$ cat config.mk
export PLATFORM = sky130hd
export DESIGN_NAME = inset_window_geometry_regs
export DESIGN_NICKNAME = d
export VERILOG_FILES = /design/src/logic/inset_geom_pkg.sv /design/src/logic/axil_chan_hold.sv /design/src/logic/inset_param_set.sv /design/src/logic/inset_window_geometry_regs.sv
export SDC_FILE = /design/constraint.sdc
export NUM_CORES = 1
export LEC_CHECK = 0
export BUFFER_PORTS_ARGS = -buffer_cell sky130_fd_sc_hd__buf_4
export CORE_MARGIN = 4
export CORE_UTILIZATION = 55
export DETAILED_ROUTE_END_ITERATION = 6
export GPL_TIMING_DRIVEN = 0
export PLACE_DENSITY = 0.8
export SLEW_MARGIN = 15
export SYNTH_ARGS = -nofsm -noshare
export SYNTH_HDL_FRONTEND = slang
export SYNTH_SLANG_ARGS = --single-unit
$ cat constraint.sdc
create_clock -name sys_clk -period 5.12 [get_ports sys_clk]
set_clock_uncertainty 0.1 [all_clocks]
set_input_delay 0.512 -clock sys_clk [delete_from_list [all_inputs] [get_ports sys_clk]]
set_output_delay 0.512 -clock sys_clk [all_outputs]
set_load 0.02 [all_outputs]
$ cat src/logic/inset_geom_pkg.sv
// Purpose: Shared constants and types for the inset geometry register bank
// Assumes: Registers are byte wide, one per aligned 32-bit word
// Notes: Register indices are kept; byte address is four times the index

package inset_geom_pkg;

  // ==========================================================
  // Register indices
  localparam int IDX_W = 8;
  localparam int IDX_LSB = 2;
  localparam int DATA_W = 32;
  localparam int STAGE_N = 8;
  localparam logic [7:0] IDX_BASE = 8'h32;
  localparam logic [7:0] IDX_IMG_W_LO = 8'h32;
  localparam logic [7:0] IDX_IMG_W_HI = 8'h33;
  localparam logic [7:0] IDX_OFFX_LO = 8'h34;
  localparam logic [7:0] IDX_OFFX_HI = 8'h35;
  localparam logic [7:0] IDX_OFFY_LO = 8'h36;
  localparam logic [7:0] IDX_OFFY_HI = 8'h37;
  localparam logic [7:0] IDX_WIN_W_LO = 8'h38;
  localparam logic [7:0] IDX_WIN_W_HI = 8'h39;
  localparam logic [7:0] IDX_SEL = 8'h40;

  // ==========================================================
  // Staging slots and writable bit masks
  localparam logic [2:0] SLOT_IMG_W_LO = 3'h0;
  localparam logic [2:0] SLOT_IMG_W_HI = 3'h1;
  localparam logic [2:0] SLOT_OFFX_LO = 3'h2;
  localparam logic [2:0] SLOT_OFFX_HI = 3'h3;
  localparam logic [2:0] SLOT_OFFY_LO = 3'h4;
  localparam logic [2:0] SLOT_OFFY_HI = 3'h5;
  localparam logic [2:0] SLOT_WIN_W_LO = 3'h6;
  localparam logic [2:0] SLOT_WIN_W_HI = 3'h7;
  localparam logic [7:0] STAGE_MASK [STAGE_N] = '{
    8'hfc, 8'h1f, 8'hfc, 8'h1f, 8'hff, 8'h1f, 8'hfc, 8'h07};
  localparam logic [7:0] RST_BYTE = 8'h00;
  localparam int HI_W = 5;
  localparam int WW_HI_W = 3;
  localparam int SEL_BIT = 0;

  // ==========================================================
  // Bus answers
  localparam logic [1:0] RESP_OKAY = 2'h0;
  localparam logic [1:0] RESP_SLVERR = 2'h2;

  // ==========================================================
  // Types
  typedef struct packed {
    logic [12:0] img_w;
    logic [12:0] off_x;
    logic [12:0] off_y;
    logic [10:0] win_w;
  } geom_t;

  typedef struct packed {
    logic en;
    logic [7:0] idx;
    logic [7:0] data;
  } wr_t;

  localparam geom_t GEOM_RST = '0;

endpackage

$ cat src/logic/axil_chan_hold.sv
// Purpose: One-slot holder for an AXI4-Lite address or data channel
// Assumes: clr is raised only while the slot is full
// Notes: Ready is a register, low while the slot holds an item

`timescale 1ns/1ps
`default_nettype none

module axil_chan_hold #(
  parameter int W = 8
) (
  input wire logic sys_clk, // register clock
  input wire logic nrst, // async reset, active low
  input wire logic in_valid, // channel valid
  output logic in_ready, // channel ready
  input wire logic [W-1:0] in_data, // channel payload
  input wire logic clr, // consume the held item
  output logic full, // an item is held
  output logic [W-1:0] data // held payload
);

  if (W < 1)
  begin : g_chk_w
    $error("W must be at least 1");
  end

  logic ready_q;
  logic ready_d;
  logic [W-1:0] data_q;
  logic [W-1:0] data_d;

  always_comb
  begin
    ready_d = ready_q;
    data_d = data_q;
    if (in_valid && ready_q)
    begin
      ready_d = 1'b0;
      data_d = in_data;
    end
    if (clr)
    begin
      ready_d = 1'b1;
    end
  end

  always_ff @(posedge sys_clk or negedge nrst)
  begin
    if (!nrst)
    begin
      ready_q <= 1'b1;
      data_q <= '0;
    end
    else
    begin
      ready_q <= ready_d;
      data_q <= data_d;
    end
  end

  assign in_ready = ready_q;
  assign full = !ready_q;
  assign data = data_q;

endmodule

`default_nettype wire

$ cat src/logic/inset_param_set.sv
// Purpose: Staged bytes and applied geometry of one inset
// Assumes: wr is already routed to this inset
// Notes: Low bytes wait in staging until the matching high byte is written

`timescale 1ns/1ps
`default_nettype none

module inset_param_set (
  input wire logic sys_clk, // register clock
  input wire logic nrst, // async reset, active low
  input wire inset_geom_pkg::wr_t wr, // byte write for this inset
  input wire logic [7:0] rd_idx, // register index being read
  output logic [7:0] rd_byte, // staged byte at rd_idx
  output inset_geom_pkg::geom_t geom // applied geometry
);

  localparam int HW = inset_geom_pkg::HI_W;
  localparam int WW = inset_geom_pkg::WW_HI_W;

  logic [7:0] stage_q [inset_geom_pkg::STAGE_N];
  logic [7:0] stage_d [inset_geom_pkg::STAGE_N];
  inset_geom_pkg::geom_t geom_q;
  inset_geom_pkg::geom_t geom_d;
  logic [7:0] wr_off;
  logic [7:0] rd_off;
  logic wr_hit;

  assign wr_off = wr.idx - inset_geom_pkg::IDX_BASE;
  assign rd_off = rd_idx - inset_geom_pkg::IDX_BASE;
  assign wr_hit = wr.en && (wr.idx >= inset_geom_pkg::IDX_IMG_W_LO)
    && (wr.idx <= inset_geom_pkg::IDX_WIN_W_HI);

  // ==========================================================
  // Staging and apply
  always_comb
  begin
    stage_d = stage_q;
    geom_d = geom_q;
    if (wr_hit)
    begin
      // Tied and unused bits never store a one
      stage_d[wr_off[2:0]] = wr.data & inset_geom_pkg::STAGE_MASK[wr_off[2:0]];
      // Offsets count pixels from the inset image corner
      unique case (wr_off[2:0])
        inset_geom_pkg::SLOT_IMG_W_HI:
          geom_d.img_w = {HW'(stage_d[inset_geom_pkg::SLOT_IMG_W_HI]),
            stage_d[inset_geom_pkg::SLOT_IMG_W_LO]};
        inset_geom_pkg::SLOT_OFFX_HI:
          geom_d.off_x = {HW'(stage_d[inset_geom_pkg::SLOT_OFFX_HI]),
            stage_d[inset_geom_pkg::SLOT_OFFX_LO]};
        inset_geom_pkg::SLOT_OFFY_HI:
          geom_d.off_y = {HW'(stage_d[inset_geom_pkg::SLOT_OFFY_HI]),
            stage_d[inset_geom_pkg::SLOT_OFFY_LO]};
        inset_geom_pkg::SLOT_WIN_W_HI:
          geom_d.win_w = {WW'(stage_d[inset_geom_pkg::SLOT_WIN_W_HI]),
            stage_d[inset_geom_pkg::SLOT_WIN_W_LO]};
        default:
          geom_d = geom_q;
      endcase
    end
  end

  always_ff @(posedge sys_clk or negedge nrst)
  begin
    if (!nrst)
    begin
      stage_q <= '{default: inset_geom_pkg::RST_BYTE};
      geom_q <= inset_geom_pkg::GEOM_RST;
    end
    else
    begin
      stage_q <= stage_d;
      geom_q <= geom_d;
    end
  end

  assign rd_byte = stage_q[rd_off[2:0]];
  assign geom = geom_q;

endmodule

`default_nettype wire

$ cat src/logic/inset_window_geometry_regs.sv
// Purpose: AXI4-Lite register bank for inset window geometry
// Assumes: One write and one read outstanding at most
// Notes: Two inset parameter sets, chosen by the select register

`timescale 1ns/1ps
`default_nettype none

module inset_window_geometry_regs #(
  parameter int ADDR_W = 12,
  parameter int NUM_INSETS = 2
) (
  input wire logic sys_clk, // 20 MHz register clock
  input wire logic nrst, // async reset, active low
  input wire logic [ADDR_W-1:0] s_axi_awaddr, // write address
  input wire logic s_axi_awvalid, // write address valid
  output logic s_axi_awready, // write address ready
  input wire logic [31:0] s_axi_wdata, // write data
  input wire logic [3:0] s_axi_wstrb, // write byte strobes
  input wire logic s_axi_wvalid, // write data valid
  output logic s_axi_wready, // write data ready
  output logic [1:0] s_axi_bresp, // write response
  output logic s_axi_bvalid, // write response valid
  input wire logic s_axi_bready, // write response ready
  input wire logic [ADDR_W-1:0] s_axi_araddr, // read address
  input wire logic s_axi_arvalid, // read address valid
  output logic s_axi_arready, // read address ready
  output logic [31:0] s_axi_rdata, // read data
  output logic [1:0] s_axi_rresp, // read response
  output logic s_axi_rvalid, // read data valid
  input wire logic s_axi_rready, // read data ready
  output logic inset_sel, // inset taking geometry writes
  output inset_geom_pkg::geom_t inset_geom [NUM_INSETS] // applied geometry
);

  // ==========================================================
  // Elaboration checks
  if (ADDR_W < inset_geom_pkg::IDX_LSB + inset_geom_pkg::IDX_W)
  begin : g_chk_addr
    $error("ADDR_W too small for the register indices");
  end
  if (NUM_INSETS != 2)
  begin : g_chk_insets
    $error("NUM_INSETS must be 2, the select is one bit");
  end

  typedef enum logic [1:0] {
    WS_IDLE = 2'b01,
    WS_RESP = 2'b10
  } wstate_t;

  typedef enum logic [1:0] {
    RS_IDLE = 2'b01,
    RS_DATA = 2'b10
  } rstate_t;

  localparam int WBUS_W = 36;

  // ==========================================================
  // Channel holders
  logic aw_full;
  logic w_full;
  logic wr_clr;
  logic [ADDR_W-1:0] aw_addr;
  logic [WBUS_W-1:0] w_hold;
  logic [31:0] w_data;
  logic [3:0] w_strb;

  axil_chan_hold #(
    .W(ADDR_W)
  ) u_aw_hold (
    .sys_clk(sys_clk),
    .nrst(nrst),
    .in_valid(s_axi_awvalid),
    .in_ready(s_axi_awready),
    .in_data(s_axi_awaddr),
    .clr(wr_clr),
    .full(aw_full),
    .data(aw_addr)
  );

  axil_chan_hold #(
    .W(WBUS_W)
  ) u_w_hold (
    .sys_clk(sys_clk),
    .nrst(nrst),
    .in_valid(s_axi_wvalid),
    .in_ready(s_axi_wready),
    .in_data({s_axi_wstrb, s_axi_wdata}),
    .clr(wr_clr),
    .full(w_full),
    .data(w_hold)
  );

  assign w_data = w_hold[31:0];
  assign w_strb = w_hold[WBUS_W-1:32];

  // ==========================================================
  // Address decode
  logic [7:0] wr_idx;
  logic [7:0] rd_idx;
  logic wr_mapped;
  logic rd_mapped;

  function automatic logic idx_mapped(input logic [ADDR_W-1:0] addr);
    logic [7:0] idx;
    logic hi_zero;
    idx = addr[inset_geom_pkg::IDX_LSB +: inset_geom_pkg::IDX_W];
    hi_zero = (addr >> (inset_geom_pkg::IDX_LSB + inset_geom_pkg::IDX_W)) == '0;
    return hi_zero && ((idx == inset_geom_pkg::IDX_SEL)
      || ((idx >= inset_geom_pkg::IDX_IMG_W_LO)
      && (idx <= inset_geom_pkg::IDX_WIN_W_HI)));
  endfunction

  assign wr_idx = aw_addr[inset_geom_pkg::IDX_LSB +: inset_geom_pkg::IDX_W];
  assign rd_idx = s_axi_araddr[inset_geom_pkg::IDX_LSB +: inset_geom_pkg::IDX_W];
  assign wr_mapped = idx_mapped(aw_addr);
  assign rd_mapped = idx_mapped(s_axi_araddr);

  // ==========================================================
  // Write path
  wstate_t wst_q;
  wstate_t wst_d;
  logic bvalid_q;
  logic bvalid_d;
  logic [1:0] bresp_q;
  logic [1:0] bresp_d;
  logic sel_q;
  logic sel_d;
  inset_geom_pkg::wr_t wr_bus;

  always_comb
  begin
    wst_d = wst_q;
    bvalid_d = bvalid_q;
    bresp_d = bresp_q;
    sel_d = sel_q;
    wr_clr = 1'b0;
    wr_bus = '0;
    unique case (wst_q)
      WS_IDLE:
      begin
        if (aw_full && w_full)
        begin
          wr_clr = 1'b1;
          bvalid_d = 1'b1;
          bresp_d = wr_mapped ? inset_geom_pkg::RESP_OKAY
            : inset_geom_pkg::RESP_SLVERR;
          wst_d = WS_RESP;
          if (wr_mapped && w_strb[0])
          begin
            if (wr_idx == inset_geom_pkg::IDX_SEL)
            begin
              sel_d = w_data[inset_geom_pkg::SEL_BIT];
            end
            else
            begin
              wr_bus.en = 1'b1;
              wr_bus.idx = wr_idx;
              wr_bus.data = w_data[7:0];
            end
          end
        end
      end
      WS_RESP:
      begin
        if (s_axi_bready)
        begin
          bvalid_d = 1'b0;
          wst_d = WS_IDLE;
        end
      end
    endcase
  end

  always_ff @(posedge sys_clk or negedge nrst)
  begin
    if (!nrst)
    begin
      wst_q <= WS_IDLE;
      bvalid_q <= 1'b0;
      bresp_q <= inset_geom_pkg::RESP_OKAY;
      sel_q <= 1'b0;
    end
    else
    begin
      wst_q <= wst_d;
      bvalid_q <= bvalid_d;
      bresp_q <= bresp_d;
      sel_q <= sel_d;
    end
  end

  // ==========================================================
  // Inset parameter sets
  inset_geom_pkg::wr_t wr_set [NUM_INSETS];
  logic [7:0] rd_bytes [NUM_INSETS];

  for (genvar g = 0; g < NUM_INSETS; g++)
  begin : g_inset
    // Only the selected inset sees the write
    assign wr_set[g] = '{en: wr_bus.en && (sel_q == 1'(g)),
      idx: wr_bus.idx, data: wr_bus.data};

    inset_param_set u_set (
      .sys_clk(sys_clk),
      .nrst(nrst),
      .wr(wr_set[g]),
      .rd_idx(rd_idx),
      .rd_byte(rd_bytes[g]),
      .geom(inset_geom[g])
    );
  end

  // ==========================================================
  // Read path
  rstate_t rst_q;
  rstate_t rst_d;
  logic arready_q;
  logic arready_d;
  logic rvalid_q;
  logic rvalid_d;
  logic [1:0] rresp_q;
  logic [1:0] rresp_d;
  logic [31:0] rdata_q;
  logic [31:0] rdata_d;
  logic [31:0] rd_word;

  // Upper bits of every register read as zero
  assign rd_word = (rd_idx == inset_geom_pkg::IDX_SEL) ? 32'(sel_q)
    : 32'(rd_bytes[sel_q]);

  always_comb
  begin
    rst_d = rst_q;
    arready_d = arready_q;
    rvalid_d = rvalid_q;
    rresp_d = rresp_q;
    rdata_d = rdata_q;
    unique case (rst_q)
      RS_IDLE:
      begin
        if (s_axi_arvalid)
        begin
          arready_d = 1'b0;
          rvalid_d = 1'b1;
          rresp_d = rd_mapped ? inset_geom_pkg::RESP_OKAY
            : inset_geom_pkg::RESP_SLVERR;
          rdata_d = rd_mapped ? rd_word : '0;
          rst_d = RS_DATA;
        end
      end
      RS_DATA:
      begin
        if (s_axi_rready)
        begin
          arready_d = 1'b1;
          rvalid_d = 1'b0;
          rdata_d = '0;
          rst_d = RS_IDLE;
        end
      end
    endcase
  end

  always_ff @(posedge sys_clk or negedge nrst)
  begin
    if (!nrst)
    begin
      rst_q <= RS_IDLE;
      arready_q <= 1'b1;
      rvalid_q <= 1'b0;
      rresp_q <= inset_geom_pkg::RESP_OKAY;
      rdata_q <= '0;
    end
    else
    begin
      rst_q <= rst_d;
      arready_q <= arready_d;
      rvalid_q <= rvalid_d;
      rresp_q <= rresp_d;
      rdata_q <= rdata_d;
    end
  end

  assign s_axi_bvalid = bvalid_q;
  assign s_axi_bresp = bresp_q;
  assign s_axi_arready = arready_q;
  assign s_axi_rvalid = rvalid_q;
  assign s_axi_rresp = rresp_q;
  assign s_axi_rdata = rdata_q;
  assign inset_sel = sel_q;

  // ==========================================================
  // Checks
  logic [7:0] ylo_q;
  logic [7:0] ylo_d;

  always_comb
  begin
    ylo_d = ylo_q;
    if (wr_set[0].en && (wr_set[0].idx == inset_geom_pkg::IDX_OFFY_LO))
    begin
      ylo_d = wr_set[0].data;
    end
  end

  always_ff @(posedge sys_clk or negedge nrst)
  begin
    if (!nrst)
    begin
      ylo_q <= '0;
    end
    else
    begin
      ylo_q <= ylo_d;
    end
  end
endmodule

`default_nettype wire
Yosys cells after proc, flatten, opt, wreduce, memory -nomap -nowiden
Memory sizes are Yosys's and may differ from the RTL's.
Cells that the tools add are included.
Cells by class
  reductions and logical operators: 36
  divide/modulo/power cells: 0
  eq/ne operators: 14
  shifts and indexed selects: 0
  multiplexer cells: 47
  multiply operators: 0
  bitwise logic cells: 5
  $lt $le $gt $ge: 10
  add/subtract/negate cells: 2
Operators with widths (number)
  $bwmux 64: 2
  $mux 8: 12
  $mux 17: 4
  $mux 32: 2
  $pmux 32 s2: 1
  $bmux 8 s3: 2
  $demux 8 s3: 1
  $ge 8x6->1 const B: 3
  $le 8x6->1 const B: 3
  $logic_not 12->1: 2
  $reduce_and 2->1: 12
  $eq 8x7->1 const B: 2
  $logic_and 1x1->1: 15
  $mux 1: 12
  $mux 2: 6
  $and 8x8->8: 1
  $ge 4x4->1 const B: 2
  $ne 2x2->1 const B: 4
  $not 3->4: 2
  $pmux 2 s2: 2
  $eq 3x3->1 const B: 2
  $pmux 1 s2: 3
  $sub 3x2->3 const B: 2
  $eq 2x1->1 const B: 2
  11 further kinds: 15
Word-level totals
  register bits after elaboration: 319
  ROM bits: 64
  memories kept: 1
  memory bits (writable): 0
  bits in latches: 0
  logic and storage cells: 152
  input port bits: 67
Memory list
  (name not given): depth 8, width 8, rd ports 1, clocked after Yosys merged registers in 0, write ports 0, line inset_param_set.sv:42  | stage_d[wr_off[2:0]] = wr.data & inset_geom_pkg::STAGE_MASK[wr_off[2:0]];

Depth between registers and ports, before layout
  word-level depth: 15
  depth in mapped cells: 14
  mapped depth without buffers: 11

Modules after synthesis
From an unflattened synthesis, not the netlist that was laid out.
Unflattened totals
  cell total of the unflattened synthesis: 1084
  area total of the unflattened synthesis: 13942.1 um2
Modules (own cells, without submodules)
  inset_param_set at g_inset[0].u_set: area each 5390.2 um2, instances 1, sequential area each 2852.7 um2, cells each 437
  inset_param_set at g_inset[1].u_set: area each 5382.7 um2, instances 1, sequential area each 2852.7 um2, cells each 413
  axil_chan_hold at u_w_hold: area each 1527.7 um2, instances 1, sequential area each 927.1 um2, cells each 79
  inset_window_geometry_regs: area each 1113.6 um2, instances 1, sequential area each 377.9 um2, cells each 126
  axil_chan_hold at u_aw_hold: area each 528.0 um2, instances 1, sequential area each 326.6 um2, cells each 29

Least setup slack after synthesis
Ideal clock, no wire load.
  path type: reg-to-reg
  from: register wst_q[1]
  to: register g_inset[0].u_set.geom_q, in the netlist g_inset[0].u_set.geom[0]
  library setup time: 0.125 ns
  buffers on the path: 0
  slack: 2.002 ns
  clock period less this slack: 3.118 ns
  stages on the path, launching flop included: 10
  data arrival time: 2.894 ns
  cell sequence: dfrtp_1 > nor4b_4 > nand3_1 > a21oi_1 > nand2_1 > ha_1 > inv_1 > nand3b_1 > nor3_2 > mux2_2
On the way
  cells in the longest elaborated chain, start to end: 9
  elaborated cells between the ends (all ways): 21
Ends and longest elaborated chain
  from (decl): line inset_window_geometry_regs.sv:121  | wstate_t wst_q;
  from (signal assigned): line inset_window_geometry_regs.sv:186  | wst_q <= wst_d;
  $eq 2x1->1 (*): line inset_window_geometry_regs.sv:139  | unique case (wst_q)
  $mux 17 (*): line inset_window_geometry_regs.sv:139
  $sub 3x2->3: line inset_param_set.sv:28  | assign wr_off = wr.idx - inset_geom_pkg::IDX_BASE;
  $not 3->4 (not written as such): line inset_param_set.sv:42
  $ge 4x4->1 (not written as such) (tied with other cells): line inset_param_set.sv:42
  $logic_and 1x1->1 (not written as such) / $mux 8 (equally long branches)
  $mux 8 (not written as such): line inset_param_set.sv:42
  $demux 8 s3 / $and 8x8->8 (equally long branches)
  $bwmux 64: line inset_param_set.sv:42
  to (signal assigned): line inset_param_set.sv:68  | geom_q <= inset_geom_pkg::GEOM_RST;
  to (signal assigned): line inset_param_set.sv:73  | geom_q <= geom_d;
  to (decl): line inset_param_set.sv:22  | inset_geom_pkg::geom_t geom_q;
Mark *: on every way between the ends. The rest lies on a longest branch, timed or not. The select of a mux whose other input is x is not followed.
A chain may end at the register's enable or synchronous reset.

Worst setup path in the final report
  from: register u_aw_hold.data_q[9], in the netlist u_aw_hold.data[9]
  to: register g_inset[0].u_set.geom_q, in the netlist g_inset[0].u_set.geom[4]
On the way
  cells in the longest elaborated chain, start to end: 15
  elaborated cells between the ends (all ways): 30
Ends and longest elaborated chain
  from (decl): line axil_chan_hold.sv:28  | logic [W-1:0] data_q;
  from (signal assigned): line axil_chan_hold.sv:56  | data_q <= data_d;
  $ge 8x6->1 / $le 8x6->1 (equally long branches): line inset_window_geometry_regs.sv:110, inset_window_geometry_regs.sv:111
  $logic_and 1x1->1: line inset_window_geometry_regs.sv:111  | && (idx <= inset_geom_pkg::IDX_WIN_W_HI)));
  $logic_or 1x1->1: line inset_window_geometry_regs.sv:110  | || ((idx >= inset_geom_pkg::IDX_IMG_W_LO)
  $logic_and 1x1->1: line inset_window_geometry_regs.sv:109  | return hi_zero && ((idx == inset_geom_pkg::IDX_SEL)
  $logic_and 1x1->1: line inset_window_geometry_regs.sv:149  | if (wr_mapped && w_strb[0])
  $mux 17 (*): line inset_window_geometry_regs.sv:149
  $mux 17 (*): line inset_window_geometry_regs.sv:142  | if (aw_full && w_full)
  $mux 17 (*): line inset_window_geometry_regs.sv:139
  $sub 3x2->3: line inset_param_set.sv:28
  $not 3->4 (not written as such): line inset_param_set.sv:42
  $ge 4x4->1 (not written as such) (tied with other cells): line inset_param_set.sv:42
  $logic_and 1x1->1 (not written as such) / $mux 8 (equally long branches)
  $mux 8 (not written as such): line inset_param_set.sv:42
  $demux 8 s3 / $and 8x8->8 (equally long branches)
  $bwmux 64: line inset_param_set.sv:42
Marked as above.

==> impl_metrics.ini <==
[sta]
fmax_mhz = 233.0
drv_slew = 0
setup_viol = 0
tightest_slew_ns = 1.096
period_needed_ns = 4.292
finalSetupTns_ns = 0
period_share_pct = 83.82
relSlewSlack_pct = 26.92
rsz0062_at_grt = no
hold_viol_final = 0

[clock_network]
htree_num_levels = 1
holdBufCountCts = 1
cts.repair.resized = 0
numClockSinks = 264
clk_path_buf_depth = 3
cts-root-buf = clkbuf_16
cts.clk_slew.worst_paths_ns = 0.06
clock_latency_ns = 0.53
cts_setup_buffers = 0
cts_tree = done
cts-buffers-inserted = 26

[finish]
insertedDiodeCount = 0
final_cells = 1466
drive_above_1_share_pct = 33.42
fill_cells = 1596
layout.nets = 1242
syn_to_final_growth_pct = 21.32

[drt]
wirelength_um = 33280
antenna_left = 0
routedWlPerCell_um = 22.70
drtIter0Drc = 678
drc = 0
vias = 8588
dr.pass1.iters = 5
vias_per_cell = 5.858

[setup_path]
required_ns = 5.43
cp_max_fo = 9
crit_path_end_kind = register
arrival_ns = 4.60
worstSetupPathType = reg2reg
start_kind = register

[die]
fp.dieH_um = 155.1
coreArea_um2 = 21150
top_level_ports = 209
core.rowCount = 53
initial_core_util_pct = 56.29
die_area_um2 = 24070
die_x_um = 155.1

[synth]
synth_area_leaders = dfrtp_1, mux2_2, mux4_2
syn_inst = 966
seq_area_frac_synth_pct = 55.52
synth_flop_cell = dfrtp_1
ys_types = 58
netlist.top_cell.by_area = dfrtp_1
yosys_warnings = 0
yosysMostFrequentCell = dfrtp_1
synthArstFlopShare_pct = 100.0
synth.cells.most_frequent = dfrtp_1, nand2_1, mux2_2, o21ai_0, mux2i_1
synth_edf_count = 0
syn_area_um2 = 11910
synth.top_cell.area_share_pct = 54.64
ys_ff_latch = 264
avgSynthCellArea_um2 = 12.33

[run_status]
outcome = finished, final reports clean

[power_and_ir_drop]
powerDensity_nw_per_um2 = 344.7
total_power_mw = 4.979
irDropWorstVdd_uv = 297.4
p_leak_nw = 7.071

[place]
dpl.hpwl_um = 24530
place.gp.congestion = 0.9334
placed_cells_incl_taps = 1417
numPortBuffers = 149

[global_routing]
grt-ovfl-total = 0
gr-usage-met3_pct = 5.090
busiest_layer = met2
grt_antenna_before_repair = 0
met1_usage_pct = 38.74
grt_pass1_vias = 8718
grt_pass1_wl_um = 50940
grt_max_degree = 103
groute.layer.met2.usage_pct = 44.65
track_usage_pct = 27.58

[run]
cap_violations = 0

[hold_path]
hold_class = in2reg
## metal layers
layer / part of all wire [%] / wire length [um]
met4: 2.6 / 856
met5: 0 / 0
met1: 41 / 13520
met3: 8.2 / 2741
met2: 49 / 16170
## sequential cells by signal, indices dropped and copies added (netlist names), 2 cells and up
| signal | count |
|---|---|
| s_axi_rdata | 8 |
| u_w_hold.data | 9 |
| u_aw_hold.data | 10 |
| g_inset.u_set.geom | 100 |
| wst_q | 2 |
| rst_q | 2 |
| g_inset.u_set.stage_q | 128 |
## metrics by stage
step	utilization, %	setup slack (ns)	hold slack, ns	area (um^2)
global route	68.29	0.6841	0.03024	14450
finish	68.29	0.8284	0.03985	14450
CTS	68.29	0.8831	0.03087	14450
detailed placement	63.94	0.9059	0.3685	13530
global placement	63.65	0.9866	0.3589	13460
floorplan	-	2.002	0.1164	12000
## cell usage in the layout, fill, tap and decap left out, drive strengths merged, types with 3 or more instances in the layout
master   count
or3          4
dfrtp      260
bufinv       3
a31oi        4
a22o         9
o21ai       97
dfstp        4
ha           4
inv         23
nand3       16
o31ai        8
and3         6
nor3        11
mux4        29
a2111oi      3
buf        199
nand3b       5
clkinv       7
a21oi       10
conb        26
nand2b       8
nor4         5
mux2       129
nand2      109
nand4       21
or2          5
nor2b        6
clkbuf      68
mux2i       34
and2        30
nor2        15
o22ai        9
## critical path, stage by stage (launching register included)
cell      delay, ns
dfrtp_1        0.41
nor4bb_1       0.27
buf_2          0.22
nand3_1        0.37
a21oi_1        0.35
nand2_1        0.14
ha_1           0.44
inv_1          0.14
nand3b_1       0.33
nor3_2         0.96
mux2_2         0.42
## report_power, final
group	internal [mW]	total [mW]	switching (mW)	leakage (nW)
clock	1.20	2.00	0.805	0.449
combinational	0.226	0.646	0.421	3.00
sequential	2.19	2.33	0.139	3.62
total	3.61	4.98	1.36	7.07
## final cells by class
cell class                      instances  area, um^2  area share, %
Multi-Input combinational cell        624        4876          33.75
Clock buffer                           36       769.5          5.327
Buffer                                 80       427.9          2.962
Clock inverter                         12       140.1         0.9700
Timing Repair Buffer                  152        1191          8.245
Inverter                               23       86.33         0.5976
Sequential cell                       264        6611          45.76
Tap cell                              275       344.1          2.382
## cells by family (layout without fill, tap and decap cells)
kind of cell,Yosys count,after routing,share of synthesized area [%]
muxes,192,192,20.54
xor gates and xnor gates,3,3,0.2207
buffers and inverters,103,303,4.319
DFF,264,264,55.52
adders and majority gates,4,4,0.4203
and+or+nand+nor,251,251,11.79
other,1,26,0.03149
AOI/OAI and AO/OA,148,148,7.156
## final timing paths
| kind | from | endpoint | slack (ns) | cells past startpoint |
|---|---|---|---|---|
| worst max-delay path | u_aw_hold.data[9] | g_inset[0].u_set.geom[4] | 0.83 | 10 |
| worst min-delay path | s_axi_awvalid | u_aw_hold.in_ready | 0.04 | 2 |
| max in group asynchronous | nrst | g_inset[1].u_set.geom[46] | 3.56 | 3 |
| worst max register to register | u_aw_hold.data[9] | g_inset[0].u_set.geom[4] | 0.83 | 10 |
| worst min register to register | g_inset[1].u_set.stage_q[55] | g_inset[1].u_set.stage_q[55] | 0.38 | 1 |
| min in group asynchronous | nrst | g_inset[0].u_set.stage_q[29] | 0.45 | 2 |
Note: power is estimated with default switching activity, not from simulation.
